[config.mk]
export PLATFORM = sky130hd
export DESIGN_NAME = dms_sequencer
export DESIGN_NICKNAME = d
export VERILOG_FILES = /design/src/verilog/dms_pkg.sv /design/src/verilog/dms_slot_timer.sv /design/src/verilog/dms_sequencer.sv
export SDC_FILE = /design/constraint.sdc
export NUM_CORES = 1
export LEC_CHECK = 0
export BUFFER_PORTS_ARGS = -buffer_cell sky130_fd_sc_hd__buf_2
export CAP_MARGIN = 25
export CORE_ASPECT_RATIO = 0.6
export CORE_MARGIN = 2
export CORE_UTILIZATION = 30
export DETAILED_ROUTE_END_ITERATION = 8
export SLEW_MARGIN = 20
export SYNTH_ARGS = -nofsm -noshare
export SYNTH_HDL_FRONTEND = slang
export SYNTH_HIERARCHICAL = 1
export SYNTH_SLANG_ARGS = --single-unit
export TNS_END_PERCENT = 1
[constraint.sdc]
create_clock -name clk -period 6.4 [get_ports clk]
set_input_delay 0.64 -clock clk [delete_from_list [all_inputs] [get_ports clk]]
set_output_delay 0.64 -clock clk [all_outputs]
set_load 0.05 [all_outputs]
[src/verilog/dms_pkg.sv]
// Constants and types shared by the decimal multiply sequencer.
package dms_pkg;
  localparam int DIGITS        = 10;
  localparam int ACC_COLS      = 20;
  localparam int ACC_CYCLE_MS  = 200;
  localparam int MAIN_CYCLE_MS = 550;
  localparam int CLK_MHZ       = 250;
  localparam int ACC_CYCLE_CLKS  = ACC_CYCLE_MS * 1000 * CLK_MHZ;
  localparam int MAIN_CYCLE_CLKS = MAIN_CYCLE_MS * 1000 * CLK_MHZ;
  localparam int ROUND_CYCLES  = 2;
  localparam logic [3:0] SHIFT_2 = 4'h2;
  localparam logic [3:0] SHIFT_5 = 4'h5;
  localparam logic [3:0] SHIFT_7 = 4'h7;
  localparam logic [3:0] SHIFT_8 = 4'h8;
  localparam logic [4:0] LOW_COL_S8 = 5'h00;
  localparam logic [4:0] LOW_COL_S7 = 5'h01;
  localparam logic [4:0] LOW_COL_S5 = 5'h03;
  localparam logic [4:0] LOW_COL_S2 = 5'h06;
  localparam logic [3:0] DIGIT_ZERO = 4'h0;

  typedef enum logic [6:0] {
    DMS_IDLE  = 7'b0000001,
    DMS_SCAN  = 7'b0000010,
    DMS_RIGHT = 7'b0000100,
    DMS_LEFT  = 7'b0001000,
    DMS_ROUND = 7'b0010000,
    DMS_MAIN  = 7'b0100000,
    DMS_DONE  = 7'b1000000
  } dms_state_t;
endpackage

[src/verilog/dms_slot_timer.sv]
// Fixed-length time slot counter used for accumulator and main cycles.
module dms_slot_timer #(
  parameter int CW = 32
) (
  input  wire logic          clk,
  input  wire logic          rst_n,
  input  wire logic          start,
  input  wire logic [CW-1:0] length,
  output logic               last
);
  logic [CW-1:0] count;

  always_ff @(posedge clk or negedge rst_n)
  begin
    if (!rst_n)
      count <= '0;
    else if (start)
      count <= length;
    else if (count != '0)
      count <= count - 1'b1;
  end

  // A slot begins on the clock after start, when the new state is entered,
  // so a slot of length L covers exactly L cycles of that state.
  assign last = (count == CW'(1));
endmodule // dms_slot_timer

[src/verilog/dms_sequencer.sv]
// Decimal multiply sequencer with column select and product cycle control.
// Overview of operation
// - Each nonzero multiplier digit takes exactly two accumulator cycles.
// - First cycle adds right-hand components, second adds left-hand ones.
// - Multiply cycles never overlap the main machine cycle.
// - Each accumulator cycle is one fixed 200 ms slot.
// - Nonzero digit takes 400 ms; zero digit costs no accumulator cycle.
// - Time depends only on nonzero multiplier digits and round-off, not the multiplicand.
// - Programmed round-off and clear adds two more accumulator cycles.
// - One 550 ms main cycle ends the operation and transfers the product.
// - Order: operands loaded, shift applied, accumulate, then round-off.
// - Product is read out and cleared on the following main cycle.
// - A loaded multiplier is kept for later constant-factor problems.
// - Shift column selection is latched before accumulation and held.
// - Only shifts 2, 5, 7 and 8 are accepted.
// - Twenty columns; shift 7 skips lowest, shift 5 skips three lowest.
// - Left-hand components land one column left of right-hand ones.
// - Digits run from least significant, one position left each time.
// - Loading an operand replaces its whole store with the new value in one clock.
module dms_sequencer
  import dms_pkg::*;
#(
  parameter int ND         = DIGITS,
  parameter int ACC_CLKS   = ACC_CYCLE_CLKS,
  parameter int MAIN_CLKS  = MAIN_CYCLE_CLKS
) (
  input  wire logic          clk,
  input  wire logic          rst_n,
  input  wire logic          multiplier_load,
  input  wire logic          multiplicand_load,
  input  wire logic [4*ND-1:0] operand_in,
  input  wire logic          multiply_arm,
  input  wire logic          multiply_go,
  input  wire logic [3:0]    shift_sel,
  input  wire logic          round_clear,
  output logic               busy,
  output logic               shift_error,
  output logic               acc_add,
  output logic               acc_left,
  output logic [3:0]         acc_digit,
  output logic [4:0]         acc_column,
  output logic               acc_round,
  output logic               main_cycle,
  output logic               product_transfer,
  output logic [4*ND-1:0]    multiplier_value,
  output logic [4*ND-1:0]    multiplicand_value
);
  dms_state_t state;
  logic        armed;
  logic [4:0]  low_col;
  logic [$clog2(ND+1)-1:0] pos;
  logic        rc_latched;
  logic        round_n;
  logic        slot_start;
  logic [31:0] slot_len;
  logic        slot_last;
  logic        shift_ok;
  logic [3:0]  cur_digit;
  logic [31:0] right_len;

  assign shift_ok = (shift_sel == SHIFT_2) || (shift_sel == SHIFT_5) ||
                    (shift_sel == SHIFT_7) || (shift_sel == SHIFT_8);
  assign cur_digit = (pos < ND) ? multiplier_value[4*pos +: 4] : DIGIT_ZERO;

  // Operands change only while idle; a load replaces the whole store.
  always_ff @(posedge clk or negedge rst_n)
  begin
    if (!rst_n)
      multiplier_value <= '0;
    else if (state == DMS_IDLE && multiplier_load)
      multiplier_value <= operand_in;
  end

  always_ff @(posedge clk or negedge rst_n)
  begin
    if (!rst_n)
      multiplicand_value <= '0;
    else if (state == DMS_IDLE && multiplicand_load)
      multiplicand_value <= operand_in;
  end

  always_ff @(posedge clk or negedge rst_n)
  begin
    if (!rst_n)
      armed <= 1'b0;
    else if (state == DMS_IDLE && multiply_arm)
      armed <= 1'b1;
    else if (state == DMS_SCAN)
      armed <= 1'b0;
  end

  // Error flag holds until a good shift starts a multiply.
  always_ff @(posedge clk or negedge rst_n)
  begin
    if (!rst_n)
      shift_error <= 1'b0;
    else if (state == DMS_IDLE && multiply_go && armed)
      shift_error <= !shift_ok;
  end

  always_ff @(posedge clk or negedge rst_n)
  begin
    if (!rst_n)
    begin
      low_col    <= LOW_COL_S8;
      rc_latched <= 1'b0;
    end
    else if (state == DMS_IDLE && multiply_go && armed && shift_ok)
    begin
      rc_latched <= round_clear;
      unique case (shift_sel)
        SHIFT_8: low_col <= LOW_COL_S8;
        SHIFT_7: low_col <= LOW_COL_S7;
        SHIFT_5: low_col <= LOW_COL_S5;
        default: low_col <= LOW_COL_S2;
      endcase
    end
  end

  // Zero digits are skipped in the scan state at one clock per digit, which
  // is negligible against a 200 ms slot.
  always_ff @(posedge clk or negedge rst_n)
  begin
    if (!rst_n)
    begin
      state   <= DMS_IDLE;
      pos     <= '0;
      round_n <= 1'b0;
    end
    else
    begin
      unique case (state)
        DMS_IDLE:
          if (multiply_go && armed && shift_ok)
          begin
            state <= DMS_SCAN;
            pos   <= '0;
          end
        DMS_SCAN:
          if (pos >= ND)
          begin
            state   <= rc_latched ? DMS_ROUND : DMS_MAIN;
            round_n <= 1'b0;
          end
          else if (cur_digit == DIGIT_ZERO)
            pos <= pos + 1'b1;
          else
            state <= DMS_RIGHT;
        DMS_RIGHT:
          if (slot_last)
            state <= DMS_LEFT;
        DMS_LEFT:
          if (slot_last)
          begin
            state <= DMS_SCAN;
            pos   <= pos + 1'b1;
          end
        DMS_ROUND:
          if (slot_last)
          begin
            round_n <= 1'b1;
            if (round_n)
              state <= DMS_MAIN;
          end
        DMS_MAIN:
          if (slot_last)
            state <= DMS_DONE;
        DMS_DONE:
          state <= DMS_IDLE;
      endcase
    end
  end

  assign slot_start = (state == DMS_SCAN) ||
                      ((state != DMS_MAIN) && slot_last) ||
                      (state == DMS_IDLE);
  assign slot_len = (state == DMS_ROUND && round_n) || (state == DMS_SCAN && pos >= ND &&
                    !rc_latched) ? 32'(MAIN_CLKS) : 32'(ACC_CLKS);

  dms_slot_timer #(.CW(32)) u_slot (
    .clk    (clk),
    .rst_n  (rst_n),
    .start  (slot_start),
    .length (slot_len),
    .last   (slot_last)
  );

  assign busy       = (state != DMS_IDLE);
  assign acc_add    = (state == DMS_RIGHT) || (state == DMS_LEFT);
  assign acc_left   = (state == DMS_LEFT);
  assign acc_round  = (state == DMS_ROUND);
  assign main_cycle = (state == DMS_MAIN);

  always_ff @(posedge clk or negedge rst_n)
  begin
    if (!rst_n)
    begin
      acc_digit        <= DIGIT_ZERO;
      acc_column       <= LOW_COL_S8;
      product_transfer <= 1'b0;
    end
    else
    begin
      acc_digit        <= cur_digit;
      acc_column       <= low_col + 5'(pos) + ((state == DMS_LEFT) ? 5'h01 : 5'h00);
      product_transfer <= (state == DMS_MAIN) && slot_last;
    end
  end

  // Counts the clocks already spent in the current right-hand slot.
  always_ff @(posedge clk or negedge rst_n)
  begin
    if (!rst_n)
      right_len <= '0;
    else
      right_len <= (state == DMS_RIGHT) ? right_len + 32'h1 : '0;
  end
endmodule // dms_sequencer

## After elaboration in Yosys (flattened, before gate mapping)

Index checks and enable logic that the tools add are counted.

- Register bits after elaboration: 142
- Bits of input ports: 51
- Output and inout bits: 96
- Logic and storage cells: 101

- $add $sub $neg: 4
- Magnitude comparators: 2
- Equal/unequal tests: 24
- Shift operators: 1
- Muxes and demuxes: 26
- Reduce and logical (&&, ||, !) cells: 31

Operators with widths:

| operator | count |
|---|---|
| 2-to-1 mux 32 bit | 2 |
| 2-to-1 mux 7 bit | 8 |
| one-hot mux 7 bit (7 select lines) | 1 |
| indexed part select 40 x 7 -> 4 bit | 1 |
| equality test 32 x 1 -> 1 bit (second input constant) | 1 |
| nonzero test 32 bit | 1 |
| subtractor 32 x 1 -> 32 bit (second input constant) | 1 |
| 2-to-1 mux 28 bit | 1 |
| 2-to-1 mux 4 bit | 5 |
| inequality test 2 x 1 -> 1 bit (second input constant) | 7 |
| logical AND 1 bit | 13 |
| one-hot mux 4 bit (3 select lines) | 1 |
| one-hot mux 3 bit (3 select lines) | 1 |
| equality test 4 x 3 -> 1 bit (second input constant) | 2 |
| equality test 7 x 1 -> 1 bit (second input constant) | 1 |
| equality test 7 x 2 -> 1 bit (second input constant) | 1 |
| equality test 7 x 3 -> 1 bit (second input constant) | 1 |
| equality test 7 x 4 -> 1 bit (second input constant) | 1 |
| equality test 7 x 5 -> 1 bit (second input constant) | 1 |
| equality test 7 x 6 -> 1 bit (second input constant) | 1 |
| equality test 7 bit (second input constant) | 1 |
| logical OR 1 bit | 7 |
| inequality test 7 x 1 -> 1 bit (second input constant) | 1 |
| inequality test 7 x 6 -> 1 bit (second input constant) | 1 |
| other kinds (19) | 27 |

## Logic depth before layout (Yosys ltp)

- Depth after elaboration: 7
- Gate-level depth with buffers: 13
- Gate-level depth less buffers: 11

## Modules after synthesis

The synthesis kept the hierarchy.

Modules (own cells, without submodules):

| module | times used | cells an instance | area an instance (um^2) | seq. area each (um^2) |
|---|---|---|---|---|
| dms_sequencer | 1 | 363 | 4,857.2 | 2,703.8 |
| dms_slot_timer | 1 | 219 | 2,009.4 | 800.8 |

## Least setup slack after synthesis

OpenSTA, ideal clock, no wires.

- Path kind: reg2reg
- Start point: register u_slot.count[29]
- End point: register u_slot.count[4]
- Setup time: 0.099 ns
- Arrival: 2.823 ns
- Data required time: 6.301 ns
- Slack: 3.477 ns
- Cell stages (with the launch flop): 14
- Cell sequence: dfrtp_1 -> or4_4 -> nor4_4 -> nand2_1 -> nor3_1 -> clkbuf_1 -> nand2_1 -> nand3_1 -> nor2b_1 -> and3_1 -> nand4b_1 -> buf_2 -> a21oi_1 -> a311oi_1

- Cells in the longest elaborated chain, start to end: 5
- Elaborated cells between the ends (all ways): 7
- Classes of those cells: 1 x eq/ne; 1 x mux; 5 x reduce/logical

Ends and longest elaborated chain:

| what | line | text |
|---|---|---|
| start: declaration | dms_slot_timer.sv:11 | `logic [CW-1:0] count;` |
| start signal: assignment | dms_slot_timer.sv:18 | `count <= length;` |
| start signal: assignment | dms_slot_timer.sv:20 | `count <= count - 1'b1;` |
| equality test 32 x 1 -> 1 bit * | dms_slot_timer.sv:25 | `assign last = (count == CW'(1));` |
| net slot_last | dms_sequencer.sv:56 | `logic slot_last;` |
| logical AND 1 bit * | dms_sequencer.sv:175 | `((state != DMS_MAIN) && slot_last) \|\|` |
| logical OR 1 bit * | dms_sequencer.sv:174 | `assign slot_start = (state == DMS_SCAN) \|\|` |
| logical OR 1 bit * | dms_sequencer.sv:175 |  |
| net slot_start | dms_sequencer.sv:54 | `logic slot_start;` |
| 2-to-1 mux 32 bit or nonzero test 2 bit (tied branches) | n/a |  |

Mark *: on every way through the listed nets, which the timed path passes. The rest lies on a longest branch.
A chain may end at the register's enable or synchronous reset.

## Worst setup path in the final report

- Start point: register u_slot.count[14]
- End point: register u_slot.count[4]

Same word-level chain as after synthesis.

==> results.py <==
metrics = {
    "logic_synthesis": {
        "yosys-top-cells-count": "139 x dfrtp_1, 86 x mux2_2, 35 x nor2_1",
        "yosysTopAreaCell": "dfrtp_1",
        "synth-seq-cells": 140,
        "synth-edff-count": 0,
        "mappedNetlistArea_sq_um": 6870,
        "yosysSeqAreaShare": 0.510,
        "yosysWarnings": 6,
        "synth_ff_type": "dfrtp_1",
        "syn_area_per_cell_sq_um": 11.8,
        "synth.distinct_cells": 71,
        "synth_area_leaders": "dfrtp_1 51%, mux2_2 14%, mux2i_1 2.6%, nor2_1 1.9%, a21oi_1 1.7%",
        "synthArstFlopShare": 1.00,
        "syn_inst": 582,
        "yosys.area.top_type_share": 0.507,
        "synth_most_common_cell": "dfrtp_1",
    },
    "cells_and_area": {
        "drive_gt1_frac": 0.406,
        "layout.nets": 802,
        "stdcell_count": 1064,
        "diodes": 0,
        "design_area_sq_um": 8740,
        "fin_util": 0.393,
        "area_growth_pct": 27.4,
    },
    "placed_design": {
        "portBuffers": 146,
        "globalplace.congestion": 0.746,
        "post-place-cells": 1031,
        "place_area_sq_um": 8040,
        "dp_hpwl_mm": 13.2,
        "place_ws_ns": 2.25,
    },
    "global_route": {
        "overflow": 0,
        "grt_use_total": 0.158,
        "grt_pass1_vias": 4910,
        "grt_antenna_before_repair": 0,
        "grt_max_degree": 77,
        "grt_pass1_wl_mm": 28.6,
    },
    "routing": {
        "wl_per_cell_um": 17.1,
        "drtIter0Drc": 306,
        "via_per_inst": 4.83,
        "vias": 5141,
        "antenna_left": 0,
        "totalWireLength_mm": 18.2,
        "post-route-drc-count": 0,
        "firstDrtPassIters": 4,
    },
    "worst_setup_path": {
        "critPathKind": "reg -> reg",
        "rr_endpoint": "u_slot/count[4]",
        "cp-start-kind": "flip-flop",
        "worstSetupEndpointType": "flip-flop",
        "r2r-start": "u_slot/count[14]",
        "r2r_cells": 12,
        "crit_arrival_ns": 4.51,
        "r2r_setup_slack_ns": 2.20,
        "required_ns": 6.71,
        "cp_max_fo": 24,
    },
    "power": {
        "power_leakage_nw": 4.50,
        "p_total_mw": 2.23,
        "power_density_nw_per_um2": 255,
        "ir_worst_vdd_v": 0.000183,
    },
    "floorplan": {
        "die_area_sq_um": 24200,
        "fp-row-count": 42,
        "die_y_um": 121,
        "start_util": 0.309,
        "pin_count": 147,
        "fp.dieW_um": 199,
        "core_area_sq_um": 22200,
    },
    "cts": {
        "clk_latency_ns": 0.43,
        "hold_buffers": 0,
        "cts.path.max_buffers": 2,
        "cts_max_level": 4,
        "cts_root_buffer": "clkbuf_16",
        "cts_tree": "done",
        "clock_sinks": 140,
        "cts_resized": 0,
        "cts_made_buffers": 17,
        "cts_setup_buffers": 0,
        "clkSlewWorstSetupHoldPaths_ns": 0.06,
    },
    "timing": {
        "timing.slew.headroom": 0.385,
        "min_period_ns": 4.20,
        "finalClockSkew_ns": 0.0110,
        "min_period_over_period": 0.657,
        "timing.final.ws_setup_ns": 2.20,
        "holdWs_ns": 0.189,
        "setup_viol": 0,
        "fmax_ghz": 0.238,
        "rsz0062_at_grt": "no",
        "slew_violations": 0,
        "worst_pin_slew_ns": 0.921,
        "setup_tns_ns": 0,
        "finalHoldViolations": 0,
    },
    "outcome": {
        "status": "finished clean",
    },
    "min_path": {
        "hold_path.class": "in -> async",
    },
    "flow_run": {
        "maxCapViolCount": 0,
    },
}
critical path, cell delays in order, from the launching register on:
cell and delay [ns]:
dfrtp_1 0.41, nor4_1 0.50, nand2_1 0.44, nor3_1 0.35, buf_4 0.21, nand2_1 0.05
nand3_1 0.62, nor2b_1 0.12, and3_1 0.28, nand4b_1 0.36, buf_4 0.33, a21oi_1 0.10
a311oi_1 0.29
worst max path at each step:
stage	startpoint	to	slack, ns	cells past startpoint
after floorplan	u_slot/count[29]	u_slot/count[4]	3.48	13
after global placement	u_slot/count[29]	u_slot/count[4]	2.44	13
after detailed placement	u_slot/count[14]	u_slot/count[4]	2.25	12
after CTS	u_slot/count[14]	u_slot/count[4]	2.20	12
after global routing	u_slot/count[14]	u_slot/count[4]	1.76	12
final	u_slot/count[14]	u_slot/count[4]	2.20	12
layout by cell type, fill, tap and decap left out, drive strengths merged, types with 10 or more instances in the layout:
master / Yosys / routed
a21oi: 23 / 23
clkbuf: 23 / 19
nor4: 16 / 16
nor3: 14 / 14
buf: 8 / 156
xor2: 11 / 11
mux2i: 18 / 18
o21ai: 20 / 20
conb: 2 / 19
nor2: 35 / 35
nand2: 23 / 23
mux2: 86 / 86
nand3: 15 / 15
dfrtp: 139 / 139
xnor2: 10 / 10
inv: 16 / 17
layer usage:
layer  vias up  share of wire  global-route usage
met5         -              0                   0
met4         0         0.0094              0.0406
met3        13          0.048              0.0417
met2       117           0.40               0.207
met1      2574           0.55               0.251
li1       2437              -                   -
power breakdown:
part / leakage (nW) / switching (mW) / internal, mW
Combinational: 2.33 / 0.0734 / 0.0552
Clock: 0.324 / 0.402 / 0.745
Sequential: 1.85 / 0.0422 / 0.912
sequential cells by signal, summed over array words and instances, names as in the netlist:
name,flops
low_col,3
state,7
multiplier_value,40
u_slot/count,32
round_n,1
armed,1
pos,4
product_transfer,1
rc_latched,1
shift_error,1
multiplicand_value,40
acc_column,5
acc_digit,4
area by class of cell:
cell class,count,area [sq um]
Clock buffer,19,443
Inverter,16,60.1
Timing Repair Buffer,156,877
Tap cell,308,385
Clock inverter,13,239
Fill cell,2171,13500
Multi-Input combinational cell,412,3240
Sequential cell,140,3500
cells by family (layout without fill, tap and decap cells):
logic type	after synthesis	after routing	share of synthesized area
other	2	19	0.00109
and+or+nand+nor	155	155	0.138
adders and majority gates	8	8	0.0168
AOI/OAI and AO/OA	102	102	0.102
DFF	140	140	0.510
buffers and inverters	47	204	0.0284
muxes	107	107	0.177
xor gates and xnor gates	21	21	0.0268
No activity file was read; power rests on OpenSTA's default activity.
